File: src/inc/brdreg_pkg.sv
// Package of constants, types and decode helpers for the board register bank.
package brdreg_pkg;

	// ----------------------------------------------------------------
	// Bus geometry and register offsets
	// ----------------------------------------------------------------
	localparam int ADDR_W = 8;
	localparam int DATA_W = 32;
	localparam logic [ADDR_W-1:0] OFF_CTRL = 8'h04;
	localparam logic [ADDR_W-1:0] OFF_STATUS = 8'h08;

	// ----------------------------------------------------------------
	// Control register field positions
	// ----------------------------------------------------------------
	localparam int CTL_SUPPLY_LO = 9;
	localparam int CTL_VPP_LO = 10;
	localparam int CTL_VPP_HI = 11;
	localparam int CTL_DRAM_HALF = 12;
	localparam int CTL_XCVR2_N = 13;
	localparam int CTL_SDRAM_EN = 14;
	localparam int CTL_SUPPLY_HI = 15;

	// ----------------------------------------------------------------
	// Status register field positions
	// ----------------------------------------------------------------
	localparam int ST_FLASH_LO = 0;
	localparam int ST_FLASH_HI = 3;
	localparam int ST_DRAM_LO = 5;
	localparam int ST_DRAM_HI = 8;
	localparam int ST_TOOL_LO = 9;
	localparam int ST_TOOL_HI = 12;
	localparam int ST_REV_LO = 13;
	localparam int ST_REV_HI = 15;
	localparam int DET_W = 4;
	localparam int REV_W = 3;

	// ----------------------------------------------------------------
	// Power-on values and encodings
	// ----------------------------------------------------------------
	localparam logic [1:0] VPP_RST = 2'h3;
	localparam logic SUPPLY_LO_RST = 1'b0;
	localparam logic SUPPLY_HI_RST = 1'b0;
	localparam logic DRAM_HALF_RST = 1'b1;
	localparam logic XCVR2_N_RST = 1'b1;
	localparam logic SDRAM_EN_RST = 1'b1;
	localparam logic [1:0] VPP_0V = 2'h0;
	localparam logic [1:0] VPP_5V = 2'h1;
	localparam logic [1:0] VPP_12V = 2'h2;
	localparam logic [1:0] VPP_HIZ = 2'h3;
	localparam logic [1:0] VCC_5V = 2'h1;
	localparam logic [1:0] VCC_3V3 = 2'h2;
	localparam logic [DATA_W-1:0] ZERO_WORD = 32'h0000_0000;

	// Control register contents kept by the bank.
	typedef struct packed {
		logic [1:0] vppSel;
		logic supplyHi;
		logic supplyLo;
		logic dramHalf;
		logic xcvr2En_n;
		logic sync_dram_en;
	} brdreg_ctrl_s;

	// Tells whether an address selects a given register.
	function automatic logic addrHit(input logic [ADDR_W-1:0] addr,
			input logic [ADDR_W-1:0] off);
		addrHit = (addr == off);
	endfunction

endpackage

File: src/inc/brdreg_if.sv
// Interface carrying the synchronised detect lines between modules.
`timescale 1ns/1ps
interface brdreg_if;
	logic [brdreg_pkg::DET_W-1:0] flashDet;
	logic [brdreg_pkg::DET_W-1:0] dramDet;
	logic [brdreg_pkg::DET_W-1:0] toolId;

	modport src (
		output flashDet,
		output dramDet,
		output toolId
	);
	modport dst (
		input flashDet,
		input dramDet,
		input toolId
	);
endinterface

File: src/hdl/brdreg_sync.sv
// Two-stage synchroniser for the board detect and tool ident lines.
`timescale 1ns/1ps
module brdreg_sync (
	input wire logic ref_clk,
	input wire logic rstSync_n,
	input wire logic [brdreg_pkg::DET_W-1:0] flashRaw,
	input wire logic [brdreg_pkg::DET_W-1:0] dramRaw,
	input wire logic [brdreg_pkg::DET_W-1:0] toolRaw,
	brdreg_if.src det
);

	// ----------------------------------------------------------------
	// State
	// ----------------------------------------------------------------
	typedef struct packed {
		logic [3*brdreg_pkg::DET_W-1:0] meta;
		logic [3*brdreg_pkg::DET_W-1:0] sync;
	} brdreg_sync_s;

	brdreg_sync_s state_r;
	brdreg_sync_s state_nxt;

	// The first stage only feeds the second stage.
	always_comb begin
		state_nxt = state_r;
		state_nxt.meta = {flashRaw, dramRaw, toolRaw};
		state_nxt.sync = state_r.meta;
	end

	// Registers the synchroniser stages.
	always_ff @(posedge ref_clk or negedge rstSync_n) begin
		if (!rstSync_n) begin
			state_r <= '0;
		end else begin
			state_r <= state_nxt;
		end
	end

	// Splits the second stage back into its three groups.
	assign det.flashDet = state_r.sync[3*brdreg_pkg::DET_W-1:
		2*brdreg_pkg::DET_W];
	assign det.dramDet = state_r.sync[2*brdreg_pkg::DET_W-1:
		brdreg_pkg::DET_W];
	assign det.toolId = state_r.sync[brdreg_pkg::DET_W-1:0];

endmodule // brdreg_sync

File: src/hdl/brdreg_top.sv
// Board control and status register bank with its decoded outputs.
`timescale 1ns/1ps
module brdreg_top #(
	parameter logic [brdreg_pkg::REV_W-1:0] DAUGHTER_REV = 3'h0
) (
	input wire logic ref_clk,
	input wire logic rst_n,
	input wire logic [brdreg_pkg::ADDR_W-1:0] regAddr,
	input wire logic [brdreg_pkg::DATA_W-1:0] regWrData,
	input wire logic regWrStb,
	input wire logic regRdStb,
	output logic [brdreg_pkg::DATA_W-1:0] regRdData,
	input wire logic bankEnable,
	input wire logic dramHalfStepsDone,
	input wire logic [brdreg_pkg::DET_W-1:0] flashModuleTypeDetect,
	input wire logic [brdreg_pkg::DET_W-1:0] dramModuleDetect,
	input wire logic [brdreg_pkg::DET_W-1:0] extToolIdent,
	output logic [1:0] cardProgVoltageSel,
	output logic vppDriveEn,
	output logic vpp5vOn,
	output logic vpp12vOn,
	output logic cardSupplySelHi,
	output logic cardSupplySelLo,
	output logic vcc5vOn,
	output logic vcc3v3On,
	output logic dramWidth16,
	output logic serialXcvr2En_n,
	output logic serialXcvr2Standby,
	output logic syncDramEn,
	output logic dramLowPower,
	output logic dramMapped,
	output logic dramCsFree
);

	// ----------------------------------------------------------------
	// Reset release
	// ----------------------------------------------------------------
	logic rstMeta_r;
	logic rstSync_r;

	// Releases the reset through two flip-flops, asserts it at once.
	always_ff @(posedge ref_clk or negedge rst_n) begin
		if (!rst_n) begin
			rstMeta_r <= 1'b0;
			rstSync_r <= 1'b0;
		end else begin
			rstMeta_r <= 1'b1;
			rstSync_r <= rstMeta_r;
		end
	end

	// ----------------------------------------------------------------
	// Detect line synchroniser
	// ----------------------------------------------------------------
	brdreg_if det ();

	brdreg_sync u_sync (
		.ref_clk(ref_clk),
		.rstSync_n(rstSync_r),
		.flashRaw(flashModuleTypeDetect),
		.dramRaw(dramModuleDetect),
		.toolRaw(extToolIdent),
		.det(det.src)
	);

	// ----------------------------------------------------------------
	// State
	// ----------------------------------------------------------------
	typedef struct packed {
		brdreg_pkg::brdreg_ctrl_s ctrl;
		logic [brdreg_pkg::DATA_W-1:0] rdData;
	} brdreg_state_s;

	brdreg_state_s state_r;
	brdreg_state_s state_nxt;
	logic ctrlHit;
	logic statusHit;
	logic [brdreg_pkg::DATA_W-1:0] ctrlWord;
	logic [brdreg_pkg::DATA_W-1:0] statusWord;

	// Decodes the two registers; a disabled bank answers nothing.
	assign ctrlHit = bankEnable &&
		brdreg_pkg::addrHit(regAddr, brdreg_pkg::OFF_CTRL);
	assign statusHit = bankEnable &&
		brdreg_pkg::addrHit(regAddr, brdreg_pkg::OFF_STATUS);

	// Assembles the control word; bits outside the fields stay zero.
	always_comb begin
		ctrlWord = brdreg_pkg::ZERO_WORD;
		ctrlWord[brdreg_pkg::CTL_SUPPLY_LO] = state_r.ctrl.supplyLo;
		ctrlWord[brdreg_pkg::CTL_VPP_HI:brdreg_pkg::CTL_VPP_LO] =
			state_r.ctrl.vppSel;
		ctrlWord[brdreg_pkg::CTL_DRAM_HALF] = state_r.ctrl.dramHalf;
		ctrlWord[brdreg_pkg::CTL_XCVR2_N] = state_r.ctrl.xcvr2En_n;
		ctrlWord[brdreg_pkg::CTL_SDRAM_EN] = state_r.ctrl.sync_dram_en;
		ctrlWord[brdreg_pkg::CTL_SUPPLY_HI] = state_r.ctrl.supplyHi;
	end

	// Assembles the status word from the live synchronised lines.
	always_comb begin
		statusWord = brdreg_pkg::ZERO_WORD;
		statusWord[brdreg_pkg::ST_FLASH_HI:brdreg_pkg::ST_FLASH_LO] =
			det.flashDet;
		statusWord[brdreg_pkg::ST_DRAM_HI:brdreg_pkg::ST_DRAM_LO] =
			det.dramDet;
		statusWord[brdreg_pkg::ST_TOOL_HI:brdreg_pkg::ST_TOOL_LO] =
			det.toolId;
		statusWord[brdreg_pkg::ST_REV_HI:brdreg_pkg::ST_REV_LO] =
			DAUGHTER_REV;
	end

	// Next state: writes update control, reads load the answer word.
	always_comb begin
		state_nxt = state_r;
		state_nxt.rdData = brdreg_pkg::ZERO_WORD;
		if (regWrStb && ctrlHit) begin
			state_nxt.ctrl.supplyLo =
				regWrData[brdreg_pkg::CTL_SUPPLY_LO];
			state_nxt.ctrl.vppSel = regWrData[brdreg_pkg::CTL_VPP_HI:
				brdreg_pkg::CTL_VPP_LO];
			state_nxt.ctrl.dramHalf =
				regWrData[brdreg_pkg::CTL_DRAM_HALF];
			state_nxt.ctrl.xcvr2En_n =
				regWrData[brdreg_pkg::CTL_XCVR2_N];
			state_nxt.ctrl.sync_dram_en =
				regWrData[brdreg_pkg::CTL_SDRAM_EN];
			state_nxt.ctrl.supplyHi =
				regWrData[brdreg_pkg::CTL_SUPPLY_HI];
		end
		if (regRdStb) begin
			if (ctrlHit) begin
				state_nxt.rdData = ctrlWord;
			end else if (statusHit) begin
				state_nxt.rdData = statusWord;
			end else begin
				state_nxt.rdData = brdreg_pkg::ZERO_WORD;
			end
		end
	end

	// Registers the whole state; power-on values come from the package.
	always_ff @(posedge ref_clk or negedge rstSync_r) begin
		if (!rstSync_r) begin
			state_r.ctrl.vppSel <= brdreg_pkg::VPP_RST;
			state_r.ctrl.supplyHi <= brdreg_pkg::SUPPLY_HI_RST;
			state_r.ctrl.supplyLo <= brdreg_pkg::SUPPLY_LO_RST;
			state_r.ctrl.dramHalf <= brdreg_pkg::DRAM_HALF_RST;
			state_r.ctrl.xcvr2En_n <= brdreg_pkg::XCVR2_N_RST;
			state_r.ctrl.sync_dram_en <= brdreg_pkg::SDRAM_EN_RST;
			state_r.rdData <= brdreg_pkg::ZERO_WORD;
		end else begin
			state_r <= state_nxt;
		end
	end

	// ----------------------------------------------------------------
	// Decoded board controls
	// ----------------------------------------------------------------
	logic [1:0] vccCode;

	// Drives the card supplies from the select fields.
	assign vccCode = {state_r.ctrl.supplyHi, state_r.ctrl.supplyLo};
	assign cardProgVoltageSel = state_r.ctrl.vppSel;
	assign vppDriveEn = (state_r.ctrl.vppSel != brdreg_pkg::VPP_HIZ);
	assign vpp5vOn = (state_r.ctrl.vppSel == brdreg_pkg::VPP_5V);
	assign vpp12vOn = (state_r.ctrl.vppSel == brdreg_pkg::VPP_12V);
	assign cardSupplySelHi = state_r.ctrl.supplyHi;
	assign cardSupplySelLo = state_r.ctrl.supplyLo;
	assign vcc5vOn = (vccCode == brdreg_pkg::VCC_5V);
	assign vcc3v3On = (vccCode == brdreg_pkg::VCC_3V3);

	// Memory, serial port and DRAM map controls.
	assign dramWidth16 = !state_r.ctrl.dramHalf && dramHalfStepsDone;
	assign serialXcvr2En_n = state_r.ctrl.xcvr2En_n;
	assign serialXcvr2Standby = state_r.ctrl.xcvr2En_n;
	assign syncDramEn = state_r.ctrl.sync_dram_en;
	assign dramMapped = state_r.ctrl.sync_dram_en;
	assign dramLowPower = !state_r.ctrl.sync_dram_en;
	assign dramCsFree = !state_r.ctrl.sync_dram_en;
	assign regRdData = state_r.rdData;

	logic ctrlWrite;
	logic ctrlRead;
	logic statusRead;
	logic [brdreg_pkg::DET_W-1:0] flashSeen;
	logic [brdreg_pkg::DET_W-1:0] dramSeen;

	// Helper terms that only the checks read.
	assign ctrlWrite = regWrStb && ctrlHit;
	assign ctrlRead = regRdStb && ctrlHit;
	assign statusRead = regRdStb && statusHit;
	assign flashSeen = regRdData[brdreg_pkg::ST_FLASH_HI:
		brdreg_pkg::ST_FLASH_LO];
	assign dramSeen = regRdData[brdreg_pkg::ST_DRAM_HI:
		brdreg_pkg::ST_DRAM_LO];

	logic [1:0] wrVpp;
	logic [1:0] wrSupply;
	logic [brdreg_pkg::CTL_SUPPLY_HI-brdreg_pkg::CTL_SUPPLY_LO:0] wrCtrl;
	logic [brdreg_pkg::CTL_SUPPLY_HI-brdreg_pkg::CTL_SUPPLY_LO:0] ctrlSeen;

	// Write-data and read-data fields that the checks compare.
	assign wrVpp = regWrData[brdreg_pkg::CTL_VPP_HI:
		brdreg_pkg::CTL_VPP_LO];
	assign wrSupply = {regWrData[brdreg_pkg::CTL_SUPPLY_HI],
		regWrData[brdreg_pkg::CTL_SUPPLY_LO]};
	assign wrCtrl = regWrData[brdreg_pkg::CTL_SUPPLY_HI:
		brdreg_pkg::CTL_SUPPLY_LO];
	assign ctrlSeen = regRdData[brdreg_pkg::CTL_SUPPLY_HI:
		brdreg_pkg::CTL_SUPPLY_LO];
endmodule // brdreg_top

File: config.mk
export PLATFORM = sky130hd
export DESIGN_NAME = brdreg_top
export DESIGN_NICKNAME = d
export VERILOG_FILES = /design/src/inc/brdreg_pkg.sv /design/src/inc/brdreg_if.sv /design/src/hdl/brdreg_sync.sv /design/src/hdl/brdreg_top.sv
export SDC_FILE = /design/constraint.sdc
export NUM_CORES = 1
export LEC_CHECK = 0
export ABC_CLOCK_PERIOD_IN_PS = 2000
export BUFFER_PORTS_ARGS = -buffer_cell sky130_fd_sc_hd__buf_2
export CAP_MARGIN = 20
export CORE_AREA = 2 2 60 76
export DETAILED_ROUTE_END_ITERATION = 12
export DIE_AREA = 0 0 62 78
export PLACE_DENSITY_LB_ADDON = 0.1
export SYNTH_ARGS = -nofsm -noshare
export SYNTH_HDL_FRONTEND = slang
export SYNTH_SLANG_ARGS = --single-unit
File: constraint.sdc
create_clock -name ref_clk -period 2 [get_ports ref_clk]
set_clock_uncertainty 0.1 [all_clocks]
set_input_delay 0.4 -clock ref_clk [delete_from_list [all_inputs] [get_ports ref_clk]]
set_output_delay 0.4 -clock ref_clk [all_outputs]
set_load 0.02 [all_outputs]
==> implementation parameters, run 1 <==
Parameter                              Value

Clocking
  Number of buffers created by CTS ... 5
  Register clock-pin slew on the reported worst setup and hold paths ... ~80 ps
  Number of setup buffers added after CTS ... 0
  Clock tree root driver cell ... clkbuf_8
  Clock latency at the later pin of the worst-skew pair ... between 200 and 300 ps
  Sinks on Clock Net ... 48
  Max Buffers Root-to-Sink ... 2
  Number of H-tree branching levels ... 2
  CTS tree ... built

Worst setup path
  Crit path DAT ... roughly 1200 ps
  Largest driver fanout on the critical path ... 6
  Timing startpoint of the critical path ... cardProgVoltageSel[1]$_DFFE_PN1P_
  Critical Path Sink Type ... primary output
  R2R Path Start ... dramMapped$_DFFE_PN1P_
  WS Path Type ... reg -> out
  List of cells traversed by the critical path ... nor2b_1 -> buf_2
  Data required time at the worst endpoint ... about 1500 ps
  End point of the critical path ... vpp12vOn
  Max stage delay on crit path ... roughly 570 ps
  Total number of cells along the worst setup path ... 2
  Combined buffer and inverter count along the critical path ... 1
  Family of cells with the greatest summed delay on the critical path ... flip-flops
  Slowest stage cell, crit path ... dfstp_2
  Worst Reg2Reg Path Length in Cells ... 2
  Reg-to-reg critical path endpoint ... regRdData[14]$_DFF_PN0_
  Register-to-register path setup slack ... 890 ps
  Type of element launching the critical path ... flip-flop

Global route
  GRT Resource Usage Total ... roughly 12%
  Number of global-route vias before repair ... approximately 930
  Maximum number of pins on one net before global-route repair ... 47
  Final global-route overflow total ... 0
  Global-route wire length before repair ... 4210 microns
  Number of antenna violations at the first check in global routing ... 1

Place
  Cell total after placement ... 227
  Detailed-placement wirelength estimate ... 2070 microns
  Count of buffers from port buffering ... 63
  Final weighted congestion in routability-driven placement ... 0.696

STA
  Max-slew violation count ... 0
  Hold Vio Cnt, Final ... 0
  Post-route fraction of the period consumed by the critical path ... between 80 and 90%
  Final critical delay including setup and external delays ... 1650 ps
  Setup-violating endpoint count in the final report ... 0
  Unrepaired setup endpoints after global routing ... no
  Sum of negative setup slack ... 0 ps
  Maximum clock rate ... about 610 MHz

Floorplanning
  Number of placement rows ... 26
  DIE WIDTH ... approximately 62 microns
  Y dimension of the die ... 78 microns
  Core footprint ... 0.00407 sq mm
  Initial cell density of the core ... about two fifths
  Number of placed I/O pins ... 106
  Area of the die ... roughly 0.0048 sq mm

Min path
  Min-delay worst type ... in -> reg

Finish
  Util after Layout ... between 50% and 60%
  Fraction of layout cells with a size suffix above 1 ... a little under 50%
  Final antenna diode count ... 0
  Synth-to-Final Area Change ... 24.3%
  Number of nets at the end of the flow ... between 200 and 250
  Number of filler instances in the final layout ... between 300 and 400
  Non-filler cells in the finished layout ... approximately 240

Pwr
  Total chip power ... around 1700 uW
  Worst-case vdd ir drop ... 0.565 mV
  Leakage ... 0.00113 uW
  Power per cell area ... between 800 and 900 mW/mm^2

Synth
  Sequential cell area fraction in the yosys report ... 71.4%
  Cell area after synthesis ... approximately 0.0017 sq mm
  Unique cell type count in the Yosys netlist ... 19
  Number of register bits inferred by synthesis ... between 40 and 50
  Total number of yosys warnings ... 0
  Post-synthesis cell count ... approximately 110
  Average instance area after synthesis ... between 10 and 15 sq um

Route
  Via-to-Cell Ratio ... ~4.1
  Detailed-routing iteration count for the pre-antenna-repair pass ... 4
  Total number of vias ... approximately 1,000
  Mean routed wirelength per cell ... approximately 12 microns
  Total length of routed wires ... around 2800 microns
  Initial drt markers ... 11
  Post-route ant nets ... 0
  DRC violation count after routing ... 0

Run
  Max-cap violations ... 0

Status
  Result of the run ... complete, no violations
worst min path at each step:
stage / startpoint / end / cells after the start
after detailed placement: rst_n / rstMeta_r$_DFF_PN0_ / 1
after global placement: rst_n / rstMeta_r$_DFF_PN0_ / 1
final: flashModuleTypeDetect[1] / u_sync.state_nxt[9]$_DFF_PN0_ / 1
after floorplan: rst_n / rstMeta_r$_DFF_PN0_ / 0
after global routing: flashModuleTypeDetect[2] / u_sync.state_nxt[10]$_DFF_PN0_ / 1
after CTS: flashModuleTypeDetect[2] / u_sync.state_nxt[10]$_DFF_PN0_ / 1
synthesized netlist by cell type:
cell type	count	area, sq um
a22oi_1	4	30.0
and2_1	8	50.1
and2b_1	1	7.51
and4_2	1	10.0
and4bb_2	1	12.5
buf_4	22	165
conb_1	2	7.51
dfrtp_1	43	1080
dfstp_2	5	131
inv_1	1	3.75
mux2_2	7	78.8
nand2_1	2	7.51
nand3_1	1	5.00
nand4_2	1	12.5
nor2_1	5	18.8
nor2b_1	6	37.5
nor3_1	1	5.00
nor4b_1	1	8.76
nor4b_4	1	23.8
flip-flops by register name (all words and copies together) (netlist names):
register	flops
u_sync.det.flashDet	4
u_sync.state_nxt	12
dramMapped	1
rstSync_r	1
rstMeta_r	1
cardProgVoltageSel	2
regRdData	15
u_sync.det.dramDet	4
cardSupplySelLo	1
ctrlWord	1
cardSupplySelHi	1
serialXcvr2En_n	1
u_sync.det.toolId	4
area by class of cell:
cell class	count	area, sq um	share of cell area, %
well taps	56	70.1	3.33
multi-input cells	58	375	17.8
inverters	1	3.75	0.178
flip-flops and latches	48	1210	57.5
clock buffers	8	100	4.76
repair buffers	65	345	16.4
logic make-up (layout without fill, tap and decap cells):
kind of cell	count (synthesis)	count (layout)	synth area share, %
compound gates	4	4	1.78
buf+inv	23	74	9.99
flops	48	48	71.4
mux	7	7	4.66
other cells	2	18	0.444
simple gates	29	29	11.8
placed cells by master, fill, tap and decap left out, types with 2 or more instances in the layout:
master	n
a22oi_1	4
and2_1	8
buf_2	63
clkbuf_8	7
conb_1	18
dfrtp_1	42
dfstp_2	5
mux2_2	7
nand2_1	2
nor2_1	5
nor2b_1	6
power breakdown:
group,internal [uW],switching (uW)
logic,43.1,79.9
registers,1000,10.5
clock network,315,279
per-stage QoR:
stage                     instance area (sq um)  setup slack, ps  hold slack [ps]
final                                      2100              353              111
after global routing                       2100              269             88.7
after CTS                                  2100              336             97.5
after detailed placement                   1990              233             86.2
after global placement                     1990              263             84.4
after floorplan                            1750              474             4.41
worst register-to-register path, delay by kind of cell (launching register included):
kind	cells	cell delay (ps)
buffers and inverters	1	70
and+or+nand+nor	1	290
DFF	1	550
what timing repair did:
action	in CTS	in global routing
hold endpoints to repair	2	0
gates resized for setup	0	0
hold buffers	1	0
routing by layer:
metal | global-route usage [%] | vias to the layer above | wire [microns]
li1 | - | 458 | -
met1 | 13.3 | 467 | 1010
met2 | 19.8 | 43 | 1470
met3 | 5.50 | 6 | 228
met4 | 5.74 | 2 | 46
met5 | 0 | - | 13
(Power assumes the default switching activity.)
==> run 2, diff against run 1 <==
ABC_AREA = 1   (was default)
ABC_CLOCK_PERIOD_IN_PS = 1700   (was 2000)
CORE_AREA = 2 2 62 78   (was 2 2 60 76)
DIE_AREA = 0 0 64 80   (was 0 0 62 78)
clock period = 1.7 ns   (was 2 ns; I/O delays follow)
==> implementation parameters, run 2 <==
Parameter                              Value

STA
  Hold Vio Cnt, Final ... 0
  Sum of negative setup slack ... 0 ps
  Maximum clock rate ... around 620 MHz
  Unrepaired setup endpoints after global routing ... no
  Max-slew violation count ... 0
  Post-route fraction of the period consumed by the critical path ... between 90% and 100%
  Setup-violating endpoint count in the final report ... 0
  Final critical delay including setup and external delays ... about 1600 ps

Synth
  Count leader, synth ... dfrtp_1
  Primary flip-flop cell chosen by synthesis mapping ... dfrtp_1
  Share of synthesized registers carrying an async set or reset ... 100%
  Leading post-synthesis cells by cell area ... dfrtp_1 60%, buf_4 9.7%, dfstp_2 7.4%, nand2_1 6.9%, nor2_1 4.0%
  List of most frequent post-synthesis cells ... 43 x dfrtp_1, 33 x nand2_1, 23 x buf_4, 19 x nor2_1, 14 x inv_1
  Number of register bits inferred by synthesis ... 48
  Post-synthesis cell count ... around 160
  Average instance area after synthesis ... approximately 11 sq um
  Unique cell type count in the Yosys netlist ... 14
  Post-synth top area share ... 60.3%
  Largest area contributor in the netlist ... dfrtp_1
  Cell area after synthesis ... 0.00179 sq mm
  Sequential cell area fraction in the yosys report ... approximately two thirds
  Total number of yosys warnings ... 0
  Number of enable-type register cells in the synthesized netlist ... 0

Clocking
  Clock tree root driver cell ... clkbuf_8
  Max Buffers Root-to-Sink ... 2
  Number of H-tree branching levels ... 2
  Clock latency at the later pin of the worst-skew pair ... just under 300 ps
  Quantity of gates resized following cts ... 0
  Register clock-pin slew on the reported worst setup and hold paths ... ~80 ps
  Sinks on Clock Net ... 48
  Number of buffers created by CTS ... 5
  CTS tree ... built
  Number of setup buffers added after CTS ... 0

Floorplanning
  Y dimension of the die ... 80 microns
  DIE WIDTH ... roughly 64 microns
  Number of placement rows ... 27
  Area of the die ... 0.00512 sq mm
  Number of placed I/O pins ... around 110
  Initial cell density of the core ... 41.0%
  Core footprint ... 0.00436 sq mm

Worst setup path
  Slowest stage cell, crit path ... dfstp_2
  Critical Path Sink Type ... primary output
  Type of element launching the critical path ... flip-flop
  Largest driver fanout on the critical path ... 6
  Data required time at the worst endpoint ... ~1300 ps
  Max stage delay on crit path ... 580 ps
  Family of cells with the greatest summed delay on the critical path ... flip-flops
  WS Path Type ... reg -> out
  List of cells traversed by the critical path ... inv_1 -> nor2_1 -> buf_2
  Combined buffer and inverter count along the critical path ... 2
  Crit path DAT ... approximately 1200 ps

Run
  Max-cap violations ... 0

Place
  Count of buffers from port buffering ... 63
  Final weighted congestion in routability-driven placement ... 0.697
  Cell total after placement ... between 200 and 300
  Detailed-placement wirelength estimate ... ~2400 microns

Route
  Via-to-Cell Ratio ... 4.13
  DRC violation count after routing ... 0
  Post-route ant nets ... 0
  Total length of routed wires ... 2970 microns
  Total number of vias ... approximately 1.2k
  Mean routed wirelength per cell ... between 10 and 15 microns
  Detailed-routing iteration count for the pre-antenna-repair pass ... 3
  Initial drt markers ... 66

Finish
  Fraction of layout cells with a size suffix above 1 ... 37.3%
  Highest-count cells in the layout ignoring fill and taps ... 63 x buf_2, 42 x dfrtp_1, 33 x nand2_1
  Number of flip-flops under the largest register name ... 15
  Most common cell after layout, fill and taps aside ... buf_2
  Synth-to-Final Area Change ... 22.4%
  Number of filler instances in the final layout ... around 420
  Non-filler cells in the finished layout ... between 200 and 300
  Storage element area ... around 0.0012 sq mm
  Combined area of the multi-input logic cells ... ~400 sq um
  Number of nets at the end of the flow ... around 290
  Final antenna diode count ... 0

Pwr
  Leakage ... about 0.0012 uW
  Worst-case vdd ir drop ... 0.579 mV
  Power per cell area ... slightly above 900 mW/mm^2

Global route
  Maximum number of pins on one net before global-route repair ... 32
  Number of global-route vias before repair ... around 1.1k
  Final global-route overflow total ... 0
  Global-route wire length before repair ... about 4800 microns
  Number of antenna violations at the first check in global routing ... 0
  GRT Resource Usage Total ... 12.3%

Min path
  Min-delay worst type ... in -> reg

Status
  Result of the run ... complete, no violations
run 2: what timing repair did:
action	in CTS	in global routing
hold buffers	1	0
setup endpoints to repair	0	0
hold endpoints to repair	2	0
run 2: kinds of logic after synthesis:
family,count (synthesis),share of synthesized area (%)
other cells,2,0.421
flops,48,67.6
buf+inv,38,13.2
simple gates,74,18.7
run 2: area by class of cell:
type	count	area share, %
clock buffer	6	3.78
clock inverter	2	0.630
inverter	14	2.41
multi-input combinational	92	18.4
sequential	48	55.3
tap	58	3.32
timing repair buffer	66	16.2
run 2: path summary, 6_finish.rpt:
kind                                                   to  cells after the start                               from  slack [ps]
max                                              vpp12vOn                      3  cardProgVoltageSel[1]$_DFFE_PN1P_         100
min reg2reg                u_sync.det.toolId[2]$_DFF_PN0_                      0                rstSync_r$_DFF_PN0_          90
min                         u_sync.state_nxt[2]$_DFF_PN0_                      1                    extToolIdent[2]          40
min in group asynchronous  u_sync.det.toolId[2]$_DFF_PN0_                      0                rstSync_r$_DFF_PN0_          90
max reg2reg                       regRdData[11]$_DFF_PN0_                      2  cardProgVoltageSel[1]$_DFFE_PN1P_         800
max in group asynchronous          regRdData[5]$_DFF_PN0_                      1                rstSync_r$_DFF_PN0_         930
run 2: power breakdown:
group / internal (uW) / total (uW) / switching (uW) / leakage (uW)
Sequential: 1180 / 1200 / 20.3 / 0.000591
Combinational: 46.4 / 143 / 96.9 / 0.000551
Clock: 332 / 681 / 349 / 0.0000516
run 2: stage by stage:
step / util [%] / hold WS (ps) / setup slack, ps / area [sq um] / total power (uW)
final: 50.1 / 44.7 / 97.0 / 2180 / 2020
after global placement: 47.7 / 26.5 / 218 / 2080 / 1360
after floorplan: - / -55.6 / 174 / 1850 / 1330
after CTS: 50.1 / 34.3 / 81.0 / 2180 / 2060
after global routing: 50.1 / 28.6 / 18.6 / 2180 / 2130
after detailed placement: 47.7 / 28.0 / 205 / 2080 / 1370
run 2: layer usage:
layer | vias to the layer above | part of all wire (%) | global-route usage, %
met3 | 5 | 8.4 | 4.51
met4 | 0 | 1.8 | 5.43
li1 | 579 | - | -
met2 | 49 | 56 | 21.8
met1 | 549 | 34 | 13.1
met5 | - | 0 | 0
